`src/tcfd_pkg.sv`:
```
/*
 * Timer unit constants: offsets, fields, resets, edge codes.
 * Assumes byte offsets on a word-wide register port.
 */
package tcfd_pkg;

    // ************************************************************
    // Register offsets
    // ************************************************************
    localparam logic [7:0] OFF_UNIT_CTRL   = 8'h00;
    localparam logic [7:0] OFF_PRESCALE    = 8'h04;
    localparam logic [7:0] OFF_START_TRIG  = 8'h08;
    localparam logic [7:0] OFF_STOP_TRIG   = 8'h0c;
    localparam logic [7:0] OFF_ENABLE_STAT = 8'h10;
    localparam logic [7:0] OFF_TIMER_OUT   = 8'h14;
    localparam logic [7:0] OFF_OUT_ENABLE  = 8'h18;
    localparam logic [7:0] OFF_OUT_MODE    = 8'h1c;
    localparam logic [7:0] OFF_OUT_LEVEL   = 8'h20;
    localparam logic [7:0] OFF_FILTER_EN   = 8'h24;
    localparam logic [7:0] OFF_CH_BASE     = 8'h40;
    localparam logic [7:0] OFF_CH_STRIDE   = 8'h10;
    localparam logic [7:0] OFF_CH_MODE     = 8'h00;
    localparam logic [7:0] OFF_CH_DATA     = 8'h04;
    localparam logic [7:0] OFF_CH_COUNT    = 8'h08;

    // ************************************************************
    // Field positions
    // ************************************************************
    localparam int POS_POWER_EN     = 0;
    localparam int POS_START_IRQ    = 0;
    localparam int POS_EDGE_LO      = 6;
    localparam int POS_CLK_SEL      = 15;
    localparam int POS_PRESCALE_B   = 4;

    // ************************************************************
    // Reset values and divider channel mask
    // ************************************************************
    localparam logic [15:0] RST_MODE     = 16'h0000;
    localparam logic [15:0] RST_DATA     = 16'h0000;
    localparam logic [15:0] RST_COUNT    = 16'hffff;
    localparam logic [7:0]  RST_PRESCALE = 8'h00;
    localparam logic [3:0]  DIV_CH_MASK  = 4'h9;

    // ************************************************************
    // Edge select encodings
    // ************************************************************
    typedef enum logic [1:0] {
        TCFD_EDGE_FALL = 2'b00,
        TCFD_EDGE_RISE = 2'b01,
        TCFD_EDGE_BOTH = 2'b10,
        TCFD_EDGE_RSVD = 2'b11
    } tcfd_edge_type;

endpackage : tcfd_pkg

```
`src/tcfd_edge_detect.sv`:
```
/*
 * Pin synchroniser, noise filter and edge detector.
 * Assumes an async pin and a one-cycle sample_en_in pulse.
 */
`timescale 1ns/1ns
module tcfd_edge_detect (
    input  wire logic       mclk_in,
    input  wire logic       rst_in,
    input  wire logic       clear_in,
    input  wire logic       sample_en_in,
    input  wire logic       pin_in,
    input  wire logic       filter_en_in,
    input  wire logic [1:0] edge_sel_in,
    output logic            edge_out
);

    // ************************************************************
    // Synchroniser and sampled level
    // ************************************************************
    logic sync1_q;
    logic sync2_q;
    logic samp_q;
    logic lvl_q;
    logic lvl_d;
    logic rise_w;
    logic fall_w;
    logic hit_w;

    // Filter waits for two equal samples
    assign lvl_d  = (!filter_en_in || samp_q == sync2_q) ? sync2_q : lvl_q;
    assign rise_w = !lvl_q && lvl_d;
    assign fall_w = lvl_q && !lvl_d;
    assign hit_w  =
        (edge_sel_in == tcfd_pkg::TCFD_EDGE_RISE) ? rise_w :
        (edge_sel_in == tcfd_pkg::TCFD_EDGE_BOTH) ? (rise_w || fall_w) :
        (edge_sel_in == tcfd_pkg::TCFD_EDGE_FALL) ? fall_w : 1'b0;

    always_ff @(posedge mclk_in) begin
        sync1_q <= pin_in;
        sync2_q <= sync1_q;
    end

    // see [RULE23]
    always_ff @(posedge mclk_in) begin
        if (rst_in || clear_in) begin
            samp_q   <= 1'b0;
            lvl_q    <= 1'b0;
            edge_out <= 1'b0;
        end else begin
            edge_out <= sample_en_in && hit_w;
            if (sample_en_in) begin
                samp_q <= sync2_q;
                lvl_q  <= lvl_d;
            end
        end
    end

endmodule : tcfd_edge_detect

```
`src/tcfd_timer_unit.sv`:
```
/*
 * Four-channel timer unit; channels 0 and 3 divide their input pins.
 * Registers on a plain port, read data one cycle late.
 * Pins are asynchronous inputs.
 */
// Design decisions made here: strobed register access and the register offsets.
`timescale 1ns/1ns

// Operation
// [RULE1] Power bit off: clock stopped, access refused
// [RULE2] Power off returns all registers to reset
// [RULE3] Start trigger sets enable, reads zero
// [RULE4] Start loads data into counter next clock
// [RULE5] Start load irq/toggle only if selected
// [RULE6] Count down, reload at zero, continue
// [RULE7] Zero count raises interrupt, toggles output
// [RULE8] Data writable, counter readable any time
// [RULE9] Software keeps mode bits fixed while running
// [RULE10] Stop trigger clears enable, counter holds
// [RULE11] Stopping keeps present output level
// [RULE12] Output enable off: software level drives pin
// [RULE13] Stopped channel never toggles output
// [RULE14] Software sets output enable before restart
// [RULE15] Software parks port latch before power-off
// [RULE16] Master output mode ignores level bit
// [RULE17] Software selects master output mode
// [RULE18] Software configures prescaler, filter, mode, data
// [RULE19] Divider exists only on channels 0, 3
// [RULE20] Counting steps on valid input pin edges
// [RULE21] Single edge: out = in / 2(data+1)
// [RULE22] New data value used next period
// [RULE23] Edges sampled on operating clock, pulse irq
module tcfd_timer_unit #(
    parameter int         CH_NUM   = 4,
    parameter logic [3:0] DIV_MASK = tcfd_pkg::DIV_CH_MASK
) (
    input  wire logic        mclk_in,
    input  wire logic        rst_in,
    input  wire logic [7:0]  addr_in,
    input  wire logic [31:0] wdata_in,
    input  wire logic        wr_in,
    input  wire logic        rd_in,
    input  wire logic [3:0]  timer_input_pin_in,
    output logic      [31:0] rdata_out,
    output logic      [3:0]  timer_output_out,
    output logic      [3:0]  channel_interrupt_out
);

    // ************************************************************
    // Decode helpers
    // ************************************************************
    function automatic logic [15:0] tcfd_scale_mask(input logic [3:0] n);
        tcfd_scale_mask = 16'(17'h00001 << n) - 16'h0001;
    endfunction : tcfd_scale_mask

    function automatic logic [7:0] tcfd_ch_addr(input int ch,
                                                input logic [7:0] off);
        tcfd_ch_addr = tcfd_pkg::OFF_CH_BASE
                     + 8'(ch * 16) + off;
    endfunction : tcfd_ch_addr

    // ************************************************************
    // Unit power and prescaler
    // ************************************************************
    logic        power_q;
    logic [7:0]  prescale_q;
    logic [15:0] pre_cnt_q;
    logic        unit_clr_w;
    logic        wr_ok_w;
    logic        rd_ok_w;
    logic        tick_a_w;
    logic        tick_b_w;
    logic [15:0] mask_a_w;
    logic [15:0] mask_b_w;

    assign unit_clr_w = !power_q; // see [RULE2]
    // Off: only power reg answers  see [RULE1]
    assign wr_ok_w  = wr_in && power_q;
    assign rd_ok_w  = rd_in && power_q;
    assign mask_a_w = tcfd_scale_mask(prescale_q[3:0]);
    assign mask_b_w = tcfd_scale_mask(
        prescale_q[tcfd_pkg::POS_PRESCALE_B +: 4]);
    // see [RULE1]
    assign tick_a_w = power_q && ((pre_cnt_q & mask_a_w) == mask_a_w);
    assign tick_b_w = power_q && ((pre_cnt_q & mask_b_w) == mask_b_w);

    always_ff @(posedge mclk_in) begin
        if (rst_in) begin
            power_q <= 1'b0;
        end else if (wr_in && addr_in == tcfd_pkg::OFF_UNIT_CTRL) begin
            power_q <= wdata_in[tcfd_pkg::POS_POWER_EN]; // see [RULE1]
        end
    end

    always_ff @(posedge mclk_in) begin
        if (rst_in || unit_clr_w) begin
            prescale_q <= tcfd_pkg::RST_PRESCALE; // see [RULE2]
            pre_cnt_q  <= 16'h0000;
        end else begin
            pre_cnt_q <= pre_cnt_q + 16'h0001;
            if (wr_ok_w && addr_in == tcfd_pkg::OFF_PRESCALE) begin
                prescale_q <= wdata_in[7:0];
            end
        end
    end

    // ************************************************************
    // Channels
    // ************************************************************
    logic [3:0]  en_vec_w;
    logic [3:0]  to_vec_w;
    logic [3:0]  toe_vec_w;
    logic [3:0]  tom_vec_w;
    logic [3:0]  tol_vec_w;
    logic [3:0]  nfe_vec_w;
    logic [15:0] ch_rd_w [CH_NUM];
    logic [CH_NUM-1:0] ch_hit_w;

    genvar g;
    generate
        for (g = 0; g < CH_NUM; g++) begin : g_ch
            localparam logic [7:0] A_MODE =
                tcfd_ch_addr(g, tcfd_pkg::OFF_CH_MODE);
            localparam logic [7:0] A_DATA =
                tcfd_ch_addr(g, tcfd_pkg::OFF_CH_DATA);
            localparam logic [7:0] A_CNT =
                tcfd_ch_addr(g, tcfd_pkg::OFF_CH_COUNT);
            if (DIV_MASK[g]) begin : g_div // see [RULE19]
                logic [15:0] mode_q;
                logic [15:0] data_q;
                logic [15:0] cnt_q;
                logic        en_q;
                logic        pend_q;
                logic        to_q;
                logic        toe_q;
                logic        tom_q;
                logic        tol_q;
                logic        nfe_q;
                logic        pin_q;
                logic        irq_q;
                logic        edge_w;
                logic        tick_w;
                logic        start_w;
                logic        stop_w;
                logic        zero_w;
                logic        event_w;
                logic        toggle_w;
                logic        wr_to_w;
                logic        to_d;

                assign tick_w  = mode_q[tcfd_pkg::POS_CLK_SEL] ?
                                 tick_b_w : tick_a_w;
                assign start_w = wr_ok_w && wdata_in[g] &&
                                 addr_in == tcfd_pkg::OFF_START_TRIG;
                assign stop_w  = wr_ok_w && wdata_in[g] &&
                                 addr_in == tcfd_pkg::OFF_STOP_TRIG;
                assign zero_w  = cnt_q == 16'h0000;
                // Start load or zero
                // when chosen  see [RULE5] see [RULE7]
                assign event_w = en_q && edge_w && (pend_q ?
                    mode_q[tcfd_pkg::POS_START_IRQ] : zero_w);
                // see [RULE13]
                assign toggle_w = event_w && toe_q;
                // Write ignored while output enabled
                assign wr_to_w = wr_ok_w && !toe_q &&
                                 addr_in == tcfd_pkg::OFF_TIMER_OUT;
                assign to_d = toggle_w ? !to_q :
                              wr_to_w ? wdata_in[g] : to_q; // see [RULE12]

                tcfd_edge_detect u_edge (
                    .mclk_in      (mclk_in),
                    .rst_in       (rst_in),
                    .clear_in     (unit_clr_w || !en_q),
                    .sample_en_in (tick_w),
                    .pin_in       (timer_input_pin_in[g]),
                    .filter_en_in (nfe_q),
                    .edge_sel_in  (mode_q[tcfd_pkg::POS_EDGE_LO +: 2]),
                    .edge_out     (edge_w)
                ); // see [RULE20] see [RULE23]

                always_ff @(posedge mclk_in) begin
                    if (rst_in || unit_clr_w) begin // see [RULE2]
                        mode_q <= tcfd_pkg::RST_MODE;
                        data_q <= tcfd_pkg::RST_DATA;
                        toe_q  <= 1'b0;
                        tom_q  <= 1'b0;
                        tol_q  <= 1'b0;
                        nfe_q  <= 1'b0;
                    end else if (wr_ok_w) begin
                        // see [RULE8]
                        if (addr_in == A_MODE) mode_q <= wdata_in[15:0];
                        if (addr_in == A_DATA) data_q <= wdata_in[15:0];
                        if (addr_in == tcfd_pkg::OFF_OUT_ENABLE)
                            toe_q <= wdata_in[g];
                        if (addr_in == tcfd_pkg::OFF_OUT_MODE)
                            tom_q <= wdata_in[g];
                        if (addr_in == tcfd_pkg::OFF_OUT_LEVEL)
                            tol_q <= wdata_in[g];
                        if (addr_in == tcfd_pkg::OFF_FILTER_EN)
                            nfe_q <= wdata_in[g];
                    end
                end

                always_ff @(posedge mclk_in) begin
                    if (rst_in || unit_clr_w) begin
                        en_q   <= 1'b0;
                        pend_q <= 1'b0;
                        cnt_q  <= tcfd_pkg::RST_COUNT;
                    end else if (start_w) begin
                        en_q   <= 1'b1; // see [RULE3]
                        pend_q <= 1'b1;
                    end else if (stop_w) begin
                        en_q   <= 1'b0; // see [RULE10]
                        pend_q <= 1'b0;
                    end else if (en_q && edge_w) begin
                        pend_q <= 1'b0;
                        // New data from next period
                        // see [RULE4] see [RULE6] see [RULE22] see [RULE21]
                        cnt_q  <= (pend_q || zero_w) ? data_q
                                                     : cnt_q - 16'h0001;
                    end
                end

                // see [RULE11]
                always_ff @(posedge mclk_in) begin
                    if (rst_in || unit_clr_w) begin
                        to_q  <= 1'b0;
                        pin_q <= 1'b0;
                        irq_q <= 1'b0;
                    end else begin
                        to_q  <= to_d;
                        // see [RULE16]
                        pin_q <= to_d ^ (tom_q && tol_q);
                        irq_q <= event_w; // see [RULE7] see [RULE23]
                    end
                end

                assign en_vec_w[g]  = en_q;
                assign to_vec_w[g]  = to_q;
                assign toe_vec_w[g] = toe_q;
                assign tom_vec_w[g] = tom_q;
                assign tol_vec_w[g] = tol_q;
                assign nfe_vec_w[g] = nfe_q;
                assign ch_hit_w[g]  = addr_in == A_MODE ||
                                      addr_in == A_DATA ||
                                      addr_in == A_CNT;
                // see [RULE8]
                assign ch_rd_w[g] = (addr_in == A_MODE) ? mode_q :
                                    (addr_in == A_DATA) ? data_q :
                                    (addr_in == A_CNT)  ? cnt_q : 16'h0000;
                assign timer_output_out[g]      = pin_q;
                assign channel_interrupt_out[g] = irq_q;
            end else begin : g_none
                // No divider here
                assign en_vec_w[g]  = 1'b0;
                assign to_vec_w[g]  = 1'b0;
                assign toe_vec_w[g] = 1'b0;
                assign tom_vec_w[g] = 1'b0;
                assign tol_vec_w[g] = 1'b0;
                assign nfe_vec_w[g] = 1'b0;
                assign ch_hit_w[g]  = 1'b0;
                assign ch_rd_w[g]   = 16'h0000;
                assign timer_output_out[g]      = 1'b0;
                assign channel_interrupt_out[g] = 1'b0;
            end
        end
    endgenerate

    // ************************************************************
    // Read data
    // ************************************************************
    logic [15:0] ch_or_w;
    logic [15:0] rd_sel_w;

    always_comb begin
        ch_or_w = 16'h0000;
        for (int i = 0; i < CH_NUM; i++) begin
            ch_or_w = ch_or_w | ch_rd_w[i];
        end
    end

    // see [RULE3] see [RULE10]
    assign rd_sel_w =
        (addr_in == tcfd_pkg::OFF_PRESCALE)    ? {8'h00, prescale_q} :
        (addr_in == tcfd_pkg::OFF_ENABLE_STAT) ? {12'h000, en_vec_w} :
        (addr_in == tcfd_pkg::OFF_TIMER_OUT)   ? {12'h000, to_vec_w} :
        (addr_in == tcfd_pkg::OFF_OUT_ENABLE)  ? {12'h000, toe_vec_w} :
        (addr_in == tcfd_pkg::OFF_OUT_MODE)    ? {12'h000, tom_vec_w} :
        (addr_in == tcfd_pkg::OFF_OUT_LEVEL)   ? {12'h000, tol_vec_w} :
        (addr_in == tcfd_pkg::OFF_FILTER_EN)   ? {12'h000, nfe_vec_w} :
        (|ch_hit_w)                            ? ch_or_w : 16'h0000;

    always_ff @(posedge mclk_in) begin
        if (rst_in) begin
            rdata_out <= 32'h0000_0000;
        end else if (rd_in && addr_in == tcfd_pkg::OFF_UNIT_CTRL) begin
            rdata_out <= {31'h0000_0000, power_q};
        end else if (rd_ok_w) begin
            rdata_out <= {16'h0000, rd_sel_w};
        end else begin
            rdata_out <= 32'h0000_0000; // see [RULE1]
        end
    end

endmodule : tcfd_timer_unit

```
`config.mk`:
```
export PLATFORM = sky130hd
export DESIGN_NAME = tcfd_timer_unit
export DESIGN_NICKNAME = d
export VERILOG_FILES = /design/src/tcfd_pkg.sv /design/src/tcfd_edge_detect.sv /design/src/tcfd_timer_unit.sv
export SDC_FILE = /design/constraint.sdc
export NUM_CORES = 1
export LEC_CHECK = 0
export ABC_CLOCK_PERIOD_IN_PS = 2800
export BUFFER_PORTS_ARGS = -buffer_cell sky130_fd_sc_hd__buf_2
export CORE_ASPECT_RATIO = 0.9
export CORE_MARGIN = 1
export CORE_UTILIZATION = 35
export CTS_CLUSTER_SIZE = 10
export DETAILED_ROUTE_END_ITERATION = 8
export HOLD_SLACK_MARGIN = 0.08
export PLACE_DENSITY = 0.57
export SETUP_SLACK_MARGIN = 0.1
export SYNTH_ARGS = -nofsm -noshare
export SYNTH_HDL_FRONTEND = slang
export SYNTH_HIERARCHICAL = 1
export SYNTH_SLANG_ARGS = --single-unit
```
`constraint.sdc`:
```
create_clock -name mclk_in -period 2.8 [get_ports mclk_in]
set_input_delay 0.42 -clock mclk_in [delete_from_list [all_inputs] [get_ports mclk_in]]
set_output_delay 0.42 -clock mclk_in [all_outputs]
set_load 0.02 [all_outputs]
```
* Word level (Yosys, flattened, before mapping) *
Index checks and enable logic that the tools add are counted.

word-level totals
  register bits after elaboration = 181
  latch bits = 0
  bits in writable memories = 0
  memory bits (read-only) = 0
  bits of input ports = 48
  output and inout bits = 40
  word-level logic and storage cells = 208
  memories kept = 0

cells by class
  add/sub/neg operators = 5
  multipliers = 0
  divide/modulo/power cells = 0
  order comparisons = 0
  equality and inequality tests = 23
  shifts and indexed selects = 2
  multiplexer cells = 44
  bitwise gates (word level) = 11
  reductions and logical operators = 82

operators with widths
  operator               count
  $mux 16                8
  $mux 8                 8
  $sub 16x1->16 const B  4
  $eq 8x7->1 const B     6
  $and 16x16->16         2
  $eq 16x16->1           2
  $eq 8x5->1 const B     4
  $logic_not 16->1       2
  $shl 1x4->16 const A   2
  $logic_and 1x1->1      31
  $mux 1                 28
  $add 16x1->16 const B  1
  $eq 8x4->1 const B     2
  $eq 8x6->1 const B     2
  $or 16x16->16          1
  $reduce_and 2->1       8
  $logic_or 1x1->1       15
  $logic_not 1->1        13
  $reduce_or 11->1       1
  $eq 8x3->1 const B     1
  $logic_not 8->1        1
  $not 1->1              6
  $reduce_and 3->1       2
  $reduce_bool 3->1      2
  8 further kinds        15

* Depth between registers and ports, before layout *
  word-level depth = 15
  gate-level depth with buffers = 13
  depth with buffers taken out = 11

* By module *
The synthesis kept the hierarchy.

by module, submodules not included
  module            times used  cells an instance  area each (um^2)  seq. area each (um^2)
  tcfd_timer_unit   1           1,055              8,080.2           3,083.0
  tcfd_edge_detect  2           25                 246.5             100.1

* Least setup slack after synthesis *
OpenSTA, ideal clock, no wires.

  path kind = register to register
  from = register prescale_q[6]
  to = register g_ch[3].g_div.u_edge.lvl_q
  library setup time = 0.088 ns
  data arrival time = 2.935 ns
  required time = 2.712 ns
  path slack = -0.223 ns
  stages on the path, launching flop included = 14
  path buffers = 2
  period minus slack after synthesis = 3.023 ns
  cell sequence = dfxtp_1 > clkbuf_1 > nor3_1 > nand2b_1 > ha_1 > clkbuf_1 > inv_1 > o21ai_0 > a211oi_1 > o311ai_0 > or4_1 > o22ai_1 > a21oi_2 > a311oi_2

on the way
  word-level cells in the longest chain between the ends = 6

ends and longest elaborated chain
  element                   line                    RTL
  start, declared           tcfd_timer_unit.sv:66   logic [7:0] prescale_q;
  start signal, assigned    tcfd_timer_unit.sv:97   prescale_q <= tcfd_pkg::RST_PRESCALE;
  start signal, assigned    tcfd_timer_unit.sv:102  prescale_q <= wdata_in[7:0];
  $shl 1x4->16 (*)          tcfd_timer_unit.sv:53   tcfd_scale_mask = 16'(17'h00001 << n) - 16'h0001;
  $sub 16x1->16 (*)         tcfd_timer_unit.sv:53
  $and 16x16->16            tcfd_timer_unit.sv:85   assign tick_b_w = power_q && ((pre_cnt_q & mask_b_w) == mask_b_w);
  $eq 16x16->1 (*)          tcfd_timer_unit.sv:85
  $logic_and 1x1->1 (*)     tcfd_timer_unit.sv:85
  $mux 1 (*)                tcfd_timer_unit.sv:151  assign tick_w = mode_q[tcfd_pkg::POS_CLK_SEL] ?
  net g_ch[3].g_div.tick_w  tcfd_timer_unit.sv:142  logic tick_w;
  end signal, assigned      tcfd_edge_detect.sv:53  lvl_q <= lvl_d;
  end, declared             tcfd_edge_detect.sv:23  logic lvl_q;

The timed path passes the listed nets; every way through them passes the cells marked *.
A chain may end at the register's enable or synchronous reset.

* Worst setup path after layout *
  from = register prescale_q[5]
  to = register g_ch[3].g_div.u_edge.lvl_q

The elaborated chain is that of the path after synthesis.

==> impl_metrics.env <==
export IMPL_num_vias=8200
export IMPL_rsz0062_at_grt="true"
export IMPL_initial_core_util_pct=36.2
export IMPL_hold_violations=0
export IMPL_cpPeakStageDelay_ns=0.49
export IMPL_dieArea_um2=25100
export IMPL_worstPathMaxFanout=4
export IMPL_synth_area_leaders="dfxtp_1 (38%), nand2_1 (8.8%), a21oi_1 (6.4%), nor2_1 (3.9%), mux2i_1 (3.0%)"
export IMPL_regArea_um2=3280
export IMPL_cellPowerDensity_nw_per_um2=501
export IMPL_placementRows=53
export IMPL_min_period_ns=2.60
export IMPL_timing_hold_ws_ns=0.279
export IMPL_slowest_stage="or4_4"
export IMPL_place_inst=1427
export IMPL_critPathLaunchType="flop"
export IMPL_ys_seq_area_share_pct=38.3
export IMPL_setup_violations_final=0
export IMPL_core_um2=23700
export IMPL_worstSetupStartpoint="prescale_q[5]$_SDFFE_PP0P_"
export IMPL_finalPower_mw=4.98
export IMPL_drive_gt1_share_pct=14.9
export IMPL_async_flop_share_pct=0
export IMPL_grt_usage_pct=21.4
export IMPL_cts_root_buf="clkbuf_16"
export IMPL_min_path_type="input port to flop"
export IMPL_grt_overflow_total=0
export IMPL_fin_nets=1206
export IMPL_maxCapViolCount=0
export IMPL_cts_tree="built"
export IMPL_slew_viol_final=0
export IMPL_crit_family="compound AO/OA/AOI/OAI gates"
export IMPL_pre_cts_ws_ns=0.0385
export IMPL_die_w_um=167
export IMPL_path_buf_inv=0
export IMPL_synth_flop_cell="dfxtp_1"
export IMPL_p_seq_share_pct=46.9
export IMPL_synth_seq_cells=164
export IMPL_port_buffers=49
export IMPL_clock_sinks=164
export IMPL_htree_num_levels=4
export IMPL_drtIter0Drc=872
export IMPL_outcome="finished clean"
export IMPL_use_met1_pct=30.4
export IMPL_yosysMostFrequentCell="nand2_1"
export IMPL_multi_input_area_um2=4880
export IMPL_gp_congestion=0.869
export IMPL_worst_slew_pin_slew_ns=0.848
export IMPL_synth_area_um2=8570
export IMPL_synth_top_cells_by_count="nand2_1 (202), dfxtp_1 (164), a21oi_1 (110)"
export IMPL_endpoint_kind="flop"
export IMPL_max_slew_margin_pct=43.4
export IMPL_worstPathArrival_ns=2.95
export IMPL_ys_types=72
export IMPL_fill_cells=2374
export IMPL_reg2reg_from="prescale_q[5]$_SDFFE_PP0P_"
export IMPL_reg2reg_to="g_ch[3].g_div.u_edge/lvl_q$_SDFFE_PP0P_"
export IMPL_antenna_found_initial=0
export IMPL_syn_area_per_cell_um2=7.76
export IMPL_fin_cells=1462
export IMPL_grt_pass1_wl_um=42300
export IMPL_fmax_mhz=384
export IMPL_dpl_cell_area_um2=9240
export IMPL_wl_um=26200
export IMPL_ir_worst_vdd_mv=0.388
export IMPL_fin_crit_sh_pct=92.9
export IMPL_sw_frac_of_total_pct=23.5
export IMPL_grt_pass1_vias=7617
export IMPL_synth_edff_count=0
export IMPL_insertion_delay_ns=0.43
export IMPL_final_core_util_pct=42.0
export IMPL_num_antenna_cells=0
export IMPL_synth_top_area_share_pct=38.3
export IMPL_place_hpwl_um=18800
export IMPL_area_growth_pct=15.9
export IMPL_fin_skew_ns=0.0178
export IMPL_viasPerCell=5.61
export IMPL_worst_setup_path_type="flop to flop"
export IMPL_path_depth=10
export IMPL_postRouteAntennaNets=0
export IMPL_cp_cell_sequence="nor3_4 > nand2b_1 > ha_4 > o221ai_1 > a211oi_1 > o311ai_0 > or4_4 > o22ai_4 > a21oi_2 > a311oi_2"
export IMPL_worstRegToRegCells=10
export IMPL_p_int_mw=3.81
export IMPL_worstSetupEndpoint="g_ch[3].g_div.u_edge/lvl_q$_SDFFE_PP0P_"
export IMPL_fin_ws_ns=0.198
export IMPL_drc=0
export IMPL_cts_buffers=17
export IMPL_use_met2_pct=32.7
export IMPL_firstDrtPassIters=6
export IMPL_postSynthCellCount=1105
export IMPL_die_h_um=150
export IMPL_grt_busiest_layer="met2"
export IMPL_path_clk_slew_ns=0.07
export IMPL_grtUsageMet3_pct=4.60
export IMPL_clockBufferDepth=2
export IMPL_ios=88
export IMPL_synth_warnings=6
export IMPL_rrSetupSlack_ns=0.20
export IMPL_clockPowerShare_pct=50.0
export IMPL_yosys_area_top_type="dfxtp_1"
export IMPL_grt_max_degree=52
export IMPL_required_ns=3.15
export IMPL_fin_tns_setup_ns=0
export IMPL_final_cell_area_um2=9940
export IMPL_wl_per_cell_um=17.9
export IMPL_p_switching_mw=1.17
export IMPL_power_leakage_nw=3.45
export IMPL_p_comb_share_pct=3.1
[cell type report]
cell class                      instances  share of cell area, %
Multi-Input combinational cell        840                   49.1
Sequential cell                       164                   33.0
Tap cell                              302                   3.80
Clock buffer                           17                   4.28
Timing Repair Buffer                  108                   7.23
Clock inverter                         15                   1.94
Inverter                               16                  0.604
[flip-flops by register name, summed over array words and instances (netlist names), 8 cells and up]
name,count
g_ch.g_div.data_q,32
g_ch.g_div.mode_q,32
rdata_out,16
pre_cnt_q,15
prescale_q,8
g_ch.g_div.cnt_q,32
[worst min-delay path by stage]
stage	startpoint	endpoint	slack, ns	cells after the start
after floorplan	g_ch[0].g_div.u_edge/sync1_q$_DFF_P_	g_ch[0].g_div.u_edge/sync2_q$_DFF_P_	0.31	0
after global placement	g_ch[3].g_div.u_edge/sync1_q$_DFF_P_	g_ch[3].g_div.u_edge/sync2_q$_DFF_P_	0.32	0
after detailed placement	g_ch[0].g_div.u_edge/sync1_q$_DFF_P_	g_ch[0].g_div.u_edge/sync2_q$_DFF_P_	0.31	0
after CTS	wdata_in[13]	g_ch[0].g_div.data_q[13]$_SDFFE_PP0P_	0.26	3
after global routing	wdata_in[15]	g_ch[3].g_div.data_q[15]$_SDFFE_PP0P_	0.28	3
final	wdata_in[15]	g_ch[0].g_div.data_q[15]$_SDFFE_PP0P_	0.28	3
[cells in the final DEF (no fill, tap or decap), drive strengths merged, types with 11 or more instances in the layout]
cell and instances:
nand3 27, a21oi 113, o21ai 44, nand2b 13, nand4 12, clkbuf 17, dfxtp 164, nor2 91
ha 11, mux2i 26, a222oi 14, nand2 202, a31oi 23, o22ai 12, buf 106, conb 20
inv 22, a22oi 22, nor3 39, o211ai 24
[logic make-up after synthesis]
kind of cell | Yosys count | synth area share, %
AO/OA/AOI/OAI | 311 | 23.5
XOR/XNOR | 14 | 1.43
adder cells (fa/ha/maj) | 11 | 1.61
buffers and inverters | 120 | 6.57
flip-flops | 164 | 38.3
multiplexers | 32 | 3.82
other | 1 | 0.0437
AND/OR/NAND/NOR | 452 | 24.7
[power by group through the flow]
stage / combinational (mW) / clock [mW] / sequential, mW
final: 0.153 / 2.49 / 2.34
after CTS: 0.149 / 2.54 / 2.34
after detailed placement: 0.147 / 0 / 2.39
after global routing: 0.164 / 2.63 / 2.34
after global placement: 0.147 / 0 / 2.39
after floorplan: 0.0985 / 0 / 2.39
[worst reg2reg max path: cells and delay by family (launching register included)]
family | cells | cell delay [ns]
flops | 1 | 0.33
simple gates | 3 | 0.84
compound gates | 6 | 1.08
fa+ha+maj | 1 | 0.28
[per-layer routing]
metal	wire length (um)	vias to the layer above
li1	-	4018
met1	12500	3891
met2	11500	274
met3	1910	17
met4	282	0
met5	0	-
[repair_timing]
item,CTS,global route
pin swaps,0,2
resized for setup,4,5
hold endpoints to repair,2,0
hold buffers,2,0
setup buffers,0,1
setup endpoints to repair,4,6
Power figures use the tool's default switching activity.
